<file path="config.mk">
export PLATFORM = sky130hd
export DESIGN_NAME = pmic_channel_mode_status_regs
export DESIGN_NICKNAME = d
export VERILOG_FILES = /design/src/hw/pmic_channel_mode_status_pkg.sv /design/src/hw/pmic_channel_mode_status_regs.sv
export VERILOG_INCLUDE_DIRS = /design/src /design/src/hw
export SDC_FILE = /design/constraint.sdc
export NUM_CORES = 1
export LEC_CHECK = 0
export BUFFER_PORTS_ARGS = -buffer_cell sky130_fd_sc_hd__buf_2
export CAP_MARGIN = 15
export CORE_MARGIN = 2
export CORE_UTILIZATION = 41
export CTS_CLUSTER_DIAMETER = 60
export CTS_CLUSTER_SIZE = 40
export DETAILED_ROUTE_END_ITERATION = 12
export GPL_TIMING_DRIVEN = 1
export HOLD_SLACK_MARGIN = 0.02
export MAX_ROUTING_LAYER = met4
export PLACE_DENSITY_LB_ADDON = 0.05
export SLEW_MARGIN = 20
export SYNTH_ARGS = -nofsm -noshare
export SYNTH_HDL_FRONTEND = slang
export SYNTH_SLANG_ARGS = --single-unit
</file>
<file path="constraint.sdc">
create_clock -name hclk -period 1.7 [get_ports hclk]
set_input_delay 0 -clock hclk [delete_from_list [all_inputs] [get_ports hclk]]
set_output_delay 0 -clock hclk [all_outputs]
set_load 0.005 [all_outputs]
</file>
<file path="src/hw/pmic_channel_mode_status_regs.svh">
// Constants for the channel mode and status register bank.
// Assumes a 32-bit bus with one register per aligned word.
`ifndef PMIC_CHANNEL_MODE_STATUS_REGS_SVH
`define PMIC_CHANNEL_MODE_STATUS_REGS_SVH
`define OVERVOLTAGE_FLAGS_IDX       8'h1b
`define SWITCHING_MODE_SELECT_IDX   8'h1c
`define POWER_CONTROL_SOURCE_IDX    8'h1d
`define CH6_REGULATION_CONFIG_IDX   8'h1e
`define SLEW_RATE_REDUCE_IDX        8'h1f
`define IRQ_MASK_IDX                8'h28
`define OV_FIELD_W                  6
`define SEQ_FIELD_W                 7
`define CH6_STEP_DOWN_ONLY_POS      4
`define SLEW_RATE_REDUCE_RST        6'h00
`define IRQ_MASK_RST                6'h00
`endif

</file>
<file path="src/hw/pmic_channel_mode_status_pkg.sv">
// Types for the channel mode and status register bank.
// Assumes the constants header is included by the design file.
package pmic_channel_mode_status_pkg;
  typedef enum logic [1:0] {
    TH_RATIO_082,
    TH_RATIO_079,
    TH_RATIO_077,
    TH_RATIO_085
  } step_up_threshold_t;
endpackage : pmic_channel_mode_status_pkg

</file>
<file path="src/hw/pmic_channel_mode_status_regs.sv">
// Channel mode and overvoltage status register bank, AHB-Lite slave.
// Assumes fuse defaults are stable from reset release until the first
// clock edge with hclk_en high, and overvoltage events are synchronous.
//
// Overview of operation
// [RULE_01] Per-channel overvoltage flags set on detection.
// [RULE_02] Writing one clears only that flag.
// [RULE_03] Overvoltage flags read zero after reset.
// [RULE_04] Mode bit: 0 forced PWM, 1 auto.
// [RULE_05] Mode registers load fuse defaults at power-up.
// [RULE_06] Control bit: 0 manual, 1 sequencer.
// [RULE_07] Bit 4 selects buck-only for channel 6.
// [RULE_08] Two-bit code selects boost threshold ratio.
// [RULE_09] Threshold ignored while buck-only is selected.
// [RULE_10] Slew-rate register resets to zero always.
// [RULE_11] Slew bit one reduces channel slew rate.
// [RULE_12] Discontinuous option needs channels 5, 6 auto.
// [RULE_13] Unassigned bits read zero, ignore writes.
//
// The AHB-Lite register port was left to the implementer.
`timescale 1ns/1ps
`include "pmic_channel_mode_status_regs.svh"
module pmic_channel_mode_status_regs
  import pmic_channel_mode_status_pkg::*;
(
  input  wire logic        hclk,
  input  wire logic        hresetn,
  input  wire logic        hclk_en,
  input  wire logic        hsel,
  input  wire logic [31:0] haddr,
  input  wire logic [1:0]  htrans,
  input  wire logic        hwrite,
  input  wire logic [2:0]  hsize,
  input  wire logic [31:0] hwdata,
  input  wire logic        hready,
  output logic      [31:0] hrdata,
  output logic             hreadyout,
  output logic             hresp,
  input  wire logic [5:0]  overvolt_detect,
  input  wire logic [5:0]  fuse_switching_mode,
  input  wire logic [6:0]  fuse_control_source,
  input  wire logic [7:0]  fuse_ch6_config,
  input  wire logic        discontinuous_request,
  output logic      [5:0]  ch_auto_skip_enable,
  output logic      [6:0]  ch_sequencer_select,
  output logic             ch6_step_down_only,
  output logic             ch6_boost_active,
  output step_up_threshold_t ch6_step_up_threshold,
  output logic      [5:0]  ch_slow_edges,
  output logic             ch5_ch6_discontinuous_enable,
  output logic             irq
);

  logic [5:0]  ov_flags_ff;
  logic [5:0]  mode_ff;
  logic [6:0]  seq_ff;
  logic        down_only_ff;
  logic [1:0]  thr_ff;
  logic [5:0]  slew_ff;
  logic [5:0]  irq_mask_ff;
  logic        fuse_loaded_ff;
  logic        wr_pend_ff;
  logic [7:0]  addr_ff;
  logic [31:0] rdata_ff;
  logic        irq_ff;
  logic        dcm_ff;
  logic        ch6_boost_ff;
  logic        addr_phase;
  logic        wr_go;
  logic [5:0]  nxt_ov_flags;

  function automatic logic hit(input logic [7:0] a, input logic [7:0] idx);
    hit = (a == idx);
  endfunction : hit

  // Only six words are backed by storage; every other index reads zero.
  function automatic logic is_mapped(input logic [7:0] a);
    is_mapped = hit(a, `OVERVOLTAGE_FLAGS_IDX) ||
                hit(a, `SWITCHING_MODE_SELECT_IDX) ||
                hit(a, `POWER_CONTROL_SOURCE_IDX) ||
                hit(a, `CH6_REGULATION_CONFIG_IDX) ||
                hit(a, `SLEW_RATE_REDUCE_IDX) ||
                hit(a, `IRQ_MASK_IDX);
  endfunction : is_mapped

  // Word index is the byte address divided by four.
  assign addr_phase = hsel && hready && htrans[1] && hclk_en;
  assign wr_go      = wr_pend_ff && hclk_en;

  always_ff @(posedge hclk or negedge hresetn)
  begin
    if (!hresetn)
    begin
      wr_pend_ff <= 1'b0;
      addr_ff    <= 8'h00;
    end
    else if (hclk_en)
    begin
      wr_pend_ff <= addr_phase && hwrite;
      if (addr_phase)
        addr_ff <= haddr[9:2];
    end
  end

  // Zero wait states: the slave never stretches a transfer.
  always_ff @(posedge hclk or negedge hresetn)
  begin
    if (!hresetn)
    begin
      hreadyout <= 1'b1;
      hresp     <= 1'b0;
    end
    else
    begin
      hreadyout <= 1'b1;
      hresp     <= 1'b0;
    end
  end

  // A new event wins over a clear in the same cycle.
  always_comb
  begin
    nxt_ov_flags = ov_flags_ff;
    if (wr_go && hit(addr_ff, `OVERVOLTAGE_FLAGS_IDX))
      nxt_ov_flags = nxt_ov_flags & ~hwdata[5:0]; // [RULE_02]
    nxt_ov_flags = nxt_ov_flags | overvolt_detect; // [RULE_01]
  end

  always_ff @(posedge hclk or negedge hresetn)
  begin
    if (!hresetn)
      ov_flags_ff <= 6'h00; // [RULE_03]
    else if (hclk_en)
      ov_flags_ff <= nxt_ov_flags;
  end

  // Fuse values are captured on the first enabled edge after reset, since
  // an asynchronous reset may only load constants.
  always_ff @(posedge hclk or negedge hresetn)
  begin
    if (!hresetn)
    begin
      fuse_loaded_ff <= 1'b0;
      mode_ff        <= 6'h00;
      seq_ff         <= 7'h00;
      down_only_ff   <= 1'b0;
      thr_ff         <= 2'h0;
    end
    else if (hclk_en)
    begin
      fuse_loaded_ff <= 1'b1;
      if (!fuse_loaded_ff)
      begin
        mode_ff      <= fuse_switching_mode; // [RULE_05]
        seq_ff       <= fuse_control_source; // [RULE_05]
        down_only_ff <= fuse_ch6_config[`CH6_STEP_DOWN_ONLY_POS]; // [RULE_05]
        thr_ff       <= fuse_ch6_config[1:0]; // [RULE_05]
      end
      else if (wr_go)
      begin
        if (hit(addr_ff, `SWITCHING_MODE_SELECT_IDX))
          mode_ff <= hwdata[5:0]; // [RULE_04]
        if (hit(addr_ff, `POWER_CONTROL_SOURCE_IDX))
          seq_ff <= hwdata[6:0]; // [RULE_06]
        if (hit(addr_ff, `CH6_REGULATION_CONFIG_IDX))
        begin
          down_only_ff <= hwdata[`CH6_STEP_DOWN_ONLY_POS]; // [RULE_07]
          thr_ff       <= hwdata[1:0]; // [RULE_08]
        end
      end
    end
  end

  always_ff @(posedge hclk or negedge hresetn)
  begin
    if (!hresetn)
    begin
      slew_ff     <= `SLEW_RATE_REDUCE_RST; // [RULE_10]
      irq_mask_ff <= `IRQ_MASK_RST;
    end
    else if (wr_go && fuse_loaded_ff)
    begin
      if (hit(addr_ff, `SLEW_RATE_REDUCE_IDX))
        slew_ff <= hwdata[5:0]; // [RULE_11]
      if (hit(addr_ff, `IRQ_MASK_IDX))
        irq_mask_ff <= hwdata[5:0];
    end
  end

  // Unmapped words and upper bits read zero. [RULE_13]
  always_ff @(posedge hclk or negedge hresetn)
  begin
    if (!hresetn)
      rdata_ff <= 32'h0000_0000;
    else if (addr_phase && !hwrite)
    begin
      case (haddr[9:2])
        `OVERVOLTAGE_FLAGS_IDX:     rdata_ff <= {26'h0, ov_flags_ff};
        `SWITCHING_MODE_SELECT_IDX: rdata_ff <= {26'h0, mode_ff};
        `POWER_CONTROL_SOURCE_IDX:  rdata_ff <= {25'h0, seq_ff};
        `CH6_REGULATION_CONFIG_IDX:
          rdata_ff <= {27'h0, down_only_ff, 2'h0, thr_ff};
        `SLEW_RATE_REDUCE_IDX:      rdata_ff <= {26'h0, slew_ff};
        `IRQ_MASK_IDX:              rdata_ff <= {26'h0, irq_mask_ff};
        default:                    rdata_ff <= 32'h0000_0000;
      endcase
    end
  end

  // The discontinuous option is forced off unless both channels run auto.
  always_ff @(posedge hclk or negedge hresetn)
  begin
    if (!hresetn)
    begin
      dcm_ff       <= 1'b0;
      ch6_boost_ff <= 1'b0;
      irq_ff       <= 1'b0;
    end
    else if (hclk_en)
    begin
      dcm_ff       <= discontinuous_request && mode_ff[4]
                      && mode_ff[5]; // [RULE_12]
      ch6_boost_ff <= !down_only_ff; // [RULE_09]
      irq_ff       <= |(nxt_ov_flags & irq_mask_ff);
    end
  end

  assign hrdata                       = rdata_ff;
  assign ch_auto_skip_enable          = mode_ff;
  assign ch_sequencer_select          = seq_ff;
  assign ch6_step_down_only           = down_only_ff;
  assign ch6_boost_active             = ch6_boost_ff;
  assign ch6_step_up_threshold        = step_up_threshold_t'(thr_ff);
  assign ch_slow_edges                = slew_ff;
  assign ch5_ch6_discontinuous_enable = dcm_ff;
  assign irq                          = irq_ff;

  a_ov_set_sticks: assert property ( // [RULE_01]
    @(posedge hclk) disable iff (!hresetn)
    hclk_en && overvolt_detect[0] |=> ov_flags_ff[0])
    else $error("Overvoltage event did not set its flag.");

  a_ov_clear_one: assert property ( // [RULE_02]
    @(posedge hclk) disable iff (!hresetn)
    wr_go && hit(addr_ff, `OVERVOLTAGE_FLAGS_IDX)
    |=> (ov_flags_ff & $past(hwdata[5:0] & ~overvolt_detect)) == 6'h00)
    else $error("Flag survived a write of one.");

  a_ov_keep_zero: assert property ( // [RULE_02]
    @(posedge hclk) disable iff (!hresetn)
    wr_go && ov_flags_ff != 6'h00
    |=> (ov_flags_ff & $past(ov_flags_ff & ~hwdata[5:0]))
        == $past(ov_flags_ff & ~hwdata[5:0]))
    else $error("Flag lost on a write of zero.");

  a_ov_reset_zero: assert property ( // [RULE_03]
    @(posedge hclk)
    !hresetn |-> ov_flags_ff == 6'h00)
    else $error("Flags not zero in reset.");

  a_mode_write: assert property ( // [RULE_04]
    @(posedge hclk) disable iff (!hresetn)
    wr_go && fuse_loaded_ff && hit(addr_ff, `SWITCHING_MODE_SELECT_IDX)
    |=> ch_auto_skip_enable == $past(hwdata[5:0]))
    else $error("Mode write not applied.");

  a_fuse_load: assert property ( // [RULE_05]
    @(posedge hclk) disable iff (!hresetn)
    hclk_en && !fuse_loaded_ff |=> seq_ff == $past(fuse_control_source)
    && mode_ff == $past(fuse_switching_mode))
    else $error("Fuse defaults not loaded.");

  a_seq_write: assert property ( // [RULE_06]
    @(posedge hclk) disable iff (!hresetn)
    wr_go && fuse_loaded_ff && hit(addr_ff, `POWER_CONTROL_SOURCE_IDX)
    |=> ch_sequencer_select == $past(hwdata[6:0]))
    else $error("Control source write not applied.");

  a_ch6_write: assert property ( // [RULE_07] [RULE_08]
    @(posedge hclk) disable iff (!hresetn)
    wr_go && fuse_loaded_ff && hit(addr_ff, `CH6_REGULATION_CONFIG_IDX)
    |=> ch6_step_up_threshold == $past(hwdata[1:0])
        && ch6_step_down_only == $past(hwdata[`CH6_STEP_DOWN_ONLY_POS]))
    else $error("Channel 6 configuration write not applied.");

  a_boost_gate: assert property ( // [RULE_09]
    @(posedge hclk) disable iff (!hresetn)
    hclk_en && down_only_ff |=> !ch6_boost_active)
    else $error("Boost active in buck-only mode.");

  a_slew_write: assert property ( // [RULE_11]
    @(posedge hclk) disable iff (!hresetn)
    wr_go && fuse_loaded_ff && hit(addr_ff, `SLEW_RATE_REDUCE_IDX)
    |=> ch_slow_edges == $past(hwdata[5:0]))
    else $error("Slew write not applied.");

  a_dcm_guard: assert property ( // [RULE_12]
    @(posedge hclk) disable iff (!hresetn)
    hclk_en && !(mode_ff[4] && mode_ff[5])
    |=> !ch5_ch6_discontinuous_enable)
    else $error("Discontinuous mode without auto on both.");

  a_unmapped_zero: assert property ( // [RULE_13]
    @(posedge hclk) disable iff (!hresetn)
    addr_phase && !hwrite && !is_mapped(haddr[9:2])
    |=> hrdata == 32'h0000_0000)
    else $error("Unmapped read not zero.");

  a_enable_freeze: assert property (
    @(posedge hclk) disable iff (!hresetn)
    !hclk_en |=> $stable(ov_flags_ff) && $stable(mode_ff)
    && $stable(slew_ff) && $stable(rdata_ff))
    else $error("State moved while the clock enable was low.");

  a_irq_level: assert property (
    @(posedge hclk) disable iff (!hresetn)
    $stable(irq_mask_ff) |-> irq == |(ov_flags_ff & irq_mask_ff))
    else $error("Interrupt does not follow the unmasked flags.");

  c_ov_clear: cover property (@(posedge hclk)
    wr_go && hit(addr_ff, `OVERVOLTAGE_FLAGS_IDX));
  c_set_beats_clear: cover property (@(posedge hclk)
    wr_go && hit(addr_ff, `OVERVOLTAGE_FLAGS_IDX)
    && |(hwdata[5:0] & overvolt_detect));
  c_irq_raise: cover property (@(posedge hclk) $rose(irq));
  c_dcm_on: cover property (@(posedge hclk) $rose(dcm_ff));

endmodule : pmic_channel_mode_status_regs

</file>
==> results.yml <==
floorplan:
  num_rows: 30
  fp.dieH_um: 88.92
  die_w_um: 88.92
  coreArea_um2: 6869
  io_pins: 162
  start_util: 0.4304
  die-area_um2: 7907
power_and_ir_drop:
  power_density_nw_per_um2: 784.4
  peakVddDrop_mv: 0.3889
  clkPwrFrac: 0.326
  sw_frac_of_total: 0.2672
  p_leak_nw: 1.966
  p_seq_frac: 0.478
  switchingPower_w: 0.0008529
  p_comb_frac: 0.196
  intPower_w: 0.002339
critical_path:
  crit_path_end_kind: "flip-flop"
  cp_max_fo: 6
  worstPathArrival_ns: 1.98
  cp-start-kind: "flip-flop"
  reg2reg_depth: 6
  worstReg2RegStart: "addr_ff[7]"
  cp.required_ns: 1.90
  r2r_setup_slack_ns: -0.08
  crit_type: "reg -> reg"
  reg2reg_to: "irq_mask_ff[5]"
sta:
  tns_ns: -0.8124
  maxSlewHeadroom: 0.6664
  rsz0062_at_grt: "true"
  slew_violations: 0
  setup_slack_ns: -0.08431
  tightest_slew_ns: 0.4986
  min_period_ns: 1.784
  finalClockSkew_ns: 0.01290
  max_freq_ghz: 0.5604
  timing.final.hold_violations: 0
  post-route-period-util: 1.050
  setup_viol: 19
synth:
  synthArstFlopShare: 1.000
  yosysMostFrequentCell: "dfrtp_1"
  synth_top_area_share: 0.4570
  ys_types: 46
  synthCells: 266
  synth.top_cells.by_area: "dfrtp_1 46%, mux2_2 8.8%, buf_4 7.1%, mux2i_1 5.8%, nor2_1 2.7%"
  synth_seq_area_share: 0.4570
  avgSynthCellArea_um2: 11.11
  ys_top_cells_by_count: "54 x dfrtp_1, 28 x buf_4, 23 x mux2_2"
  yosys_warnings: 0
  synth_edf_count: 0
  synth_seq_cells: 54
  synth_area_um2: 2957
  yosysTopAreaCell: "dfrtp_1"
  synthFlopType: "dfrtp_1"
drt:
  postRouteWirelength_um: 7928
  wl_per_cell_um: 16.35
  vias: 2389
  drtIter0Drc: 95
  drtPass1Iterations: 4
  route.antenna.remaining_nets: 0
  drc: 0
  vias_per_cell: 4.926
place:
  hpwl_um: 5410
  post-place-cells: 441
  dp_worst_setup_slack_ns: -0.04966
  io_buffers: 76
  place.gp.congestion: 0.8739
global_routing:
  antenna_found_initial: 0
  grt_usage: 0.2134
  busiest_layer: "met2"
  grt_use_met3: 0.03786
  grt_max_degree: 55
  overflow: 0
  grt_first_pass_wirelength_um: 12160
  met2_usage: 0.3345
  grtUsageMet1: 0.2951
  grt_pass1_vias: 2315
job:
  maxCapViolCount: 0
hold_path:
  worstHoldPathCells: 2
  min_from: "hwdata[3]"
  whs_endpoint: "ch_slow_edges[3]"
  hold_path.class: "in -> reg"
clock_network:
  cts_tree: "done"
  cts-root-buf: "clkbuf_8"
  clk_latency_ns: 0.32
  cts.path.max_buffers: 2
  htree_levels: 2
  clkTransAtPathRegs_ns: 0.11
  cts_sinks: 54
  numCtsBuffers: 5
layout:
  layout-drive-gt1-share: 0.4010
  stdcell_count: 485
  final_net_count: 491
  insertedDiodeCount: 0
  syn_to_final_growth_pct: 37.62
  num-fill-cells: 595
outcome:
  violations: "negative setup slack"
  status: "finished with violations"
cell usage in the layout, fill, tap and decap left out, types with 3 or more instances in the layout:
cell type      synthesis  final
buf_2                  5     76
dfrtp_1               54     54
dlygate4sd3_1          0     33
conb_1                 2     27
mux2i_1               17     17
nor2_1                21     13
mux2_4                 0     12
o21ai_0               12     12
buf_4                 28     12
mux2_2                23     11
a21oi_1               13     10
nand2_1                9      9
a22oi_1                9      9
nor2_2                 0      8
a21oi_2                4      7
inv_1                  7      7
a22o_1                 7      7
clkbuf_8               0      5
nand2b_1               4      4
o22ai_1                4      4
nor2b_1                4      4
mux4_2                 3      3
o221ai_1               3      3
o21a_1                 3      3
buf_12                 0      3
how the worst max path moves through the flow:
stage | from | to | cells past startpoint | slack, ns
floorplan | addr_ff[1] | irq_mask_ff[0] | 4 | 0.04
global placement | addr_ff[7] | irq | 5 | -0.04
detailed placement | addr_ff[7] | ch_slow_edges[2] | 5 | -0.05
CTS | addr_ff[7] | ch_sequencer_select[4] | 8 | -0.03
global route | addr_ff[7] | ch_sequencer_select[2] | 8 | -0.13
finish | addr_ff[7] | irq_mask_ff[5] | 6 | -0.08
registers in the layout (all words and copies together) (netlist names):
signal                        flops
irq                               1
addr_ff                           8
ch_slow_edges                     6
ov_flags_ff                       6
ch5_ch6_discontinuous_enable      1
hrdata                            7
irq_mask_ff                       6
wr_pend_ff                        1
ch6_boost_active                  1
fuse_loaded_ff                    1
ch6_step_down_only                1
ch_auto_skip_enable               6
ch_sequencer_select               7
ch6_step_up_threshold             2
kinds of logic (layout without fill, tap and decap cells):
group | Yosys count | after routing | synth area share
AOI/OAI and AO/OA | 64 | 64 | 0.1536
and+or+nand+nor | 59 | 59 | 0.1202
DFF | 54 | 54 | 0.4570
buffers and inverters | 44 | 142 | 0.09860
muxes | 43 | 43 | 0.1680
other | 2 | 27 | 0.002540
power groups by stage:
stage,logic (W),registers (W),clock network (W)
floorplan,0.000291,0.00153,0
global route,0.000700,0.00155,0.00111
finish,0.000625,0.00153,0.00104
global placement,0.000520,0.00153,0
detailed placement,0.000527,0.00153,0
CTS,0.000598,0.00152,0.00106
area by class of cell:
type	count	area, µm²	area share
repair buffers	127	908.4	0.2232
inverters	7	26.28	0.006458
clock inverters	3	68.82	0.01691
multi-input cells	193	1525	0.3748
flip-flops and latches	54	1351	0.3321
clock buffers	5	68.82	0.01691
well taps	96	120.1	0.02952
per-stage QoR:
| step | area [µm²] | hold WS (ns) | total power (W) | util |
|---|---|---|---|---|
| floorplan | 3050 | -0.2956 | 0.001823 | - |
| global placement | 3436 | 0.02349 | 0.002050 | 0.5002 |
| detailed placement | 3436 | 0.02612 | 0.002060 | 0.5002 |
| CTS | 3965 | 0.02179 | 0.003179 | 0.5772 |
| global route | 4069 | 0.03658 | 0.003361 | 0.5924 |
| finish | 4069 | 0.03063 | 0.003192 | 0.5924 |
critical path, cell delays in order (launching register included):
cell	delay (ns)
dfrtp_1	0.43
buf_4	0.16
nor4_4	0.20
nand4b_1	0.20
nor3b_4	0.22
buf_6	0.17
mux2_4	0.30
layer usage:
layer | up-vias | wire length [µm]
li1 | 1152 | -
met1 | 1157 | 3830
met2 | 74 | 3719
met3 | 6 | 316
met4 | 0 | 61
met5 | - | 0
what timing repair did:
| action | in CTS | in global routing |
|---|---|---|
| pin swaps | 2 | 7 |
| gates resized for setup | 14 | 20 |
| hold buffers | 33 | 0 |
| hold endpoints to repair | 87 | 0 |
| setup endpoints to repair | 24 | 25 |
| buffers inserted | 0 | 2 |
| cloned | 0 | 1 |
Power figures use the tool's default switching activity.
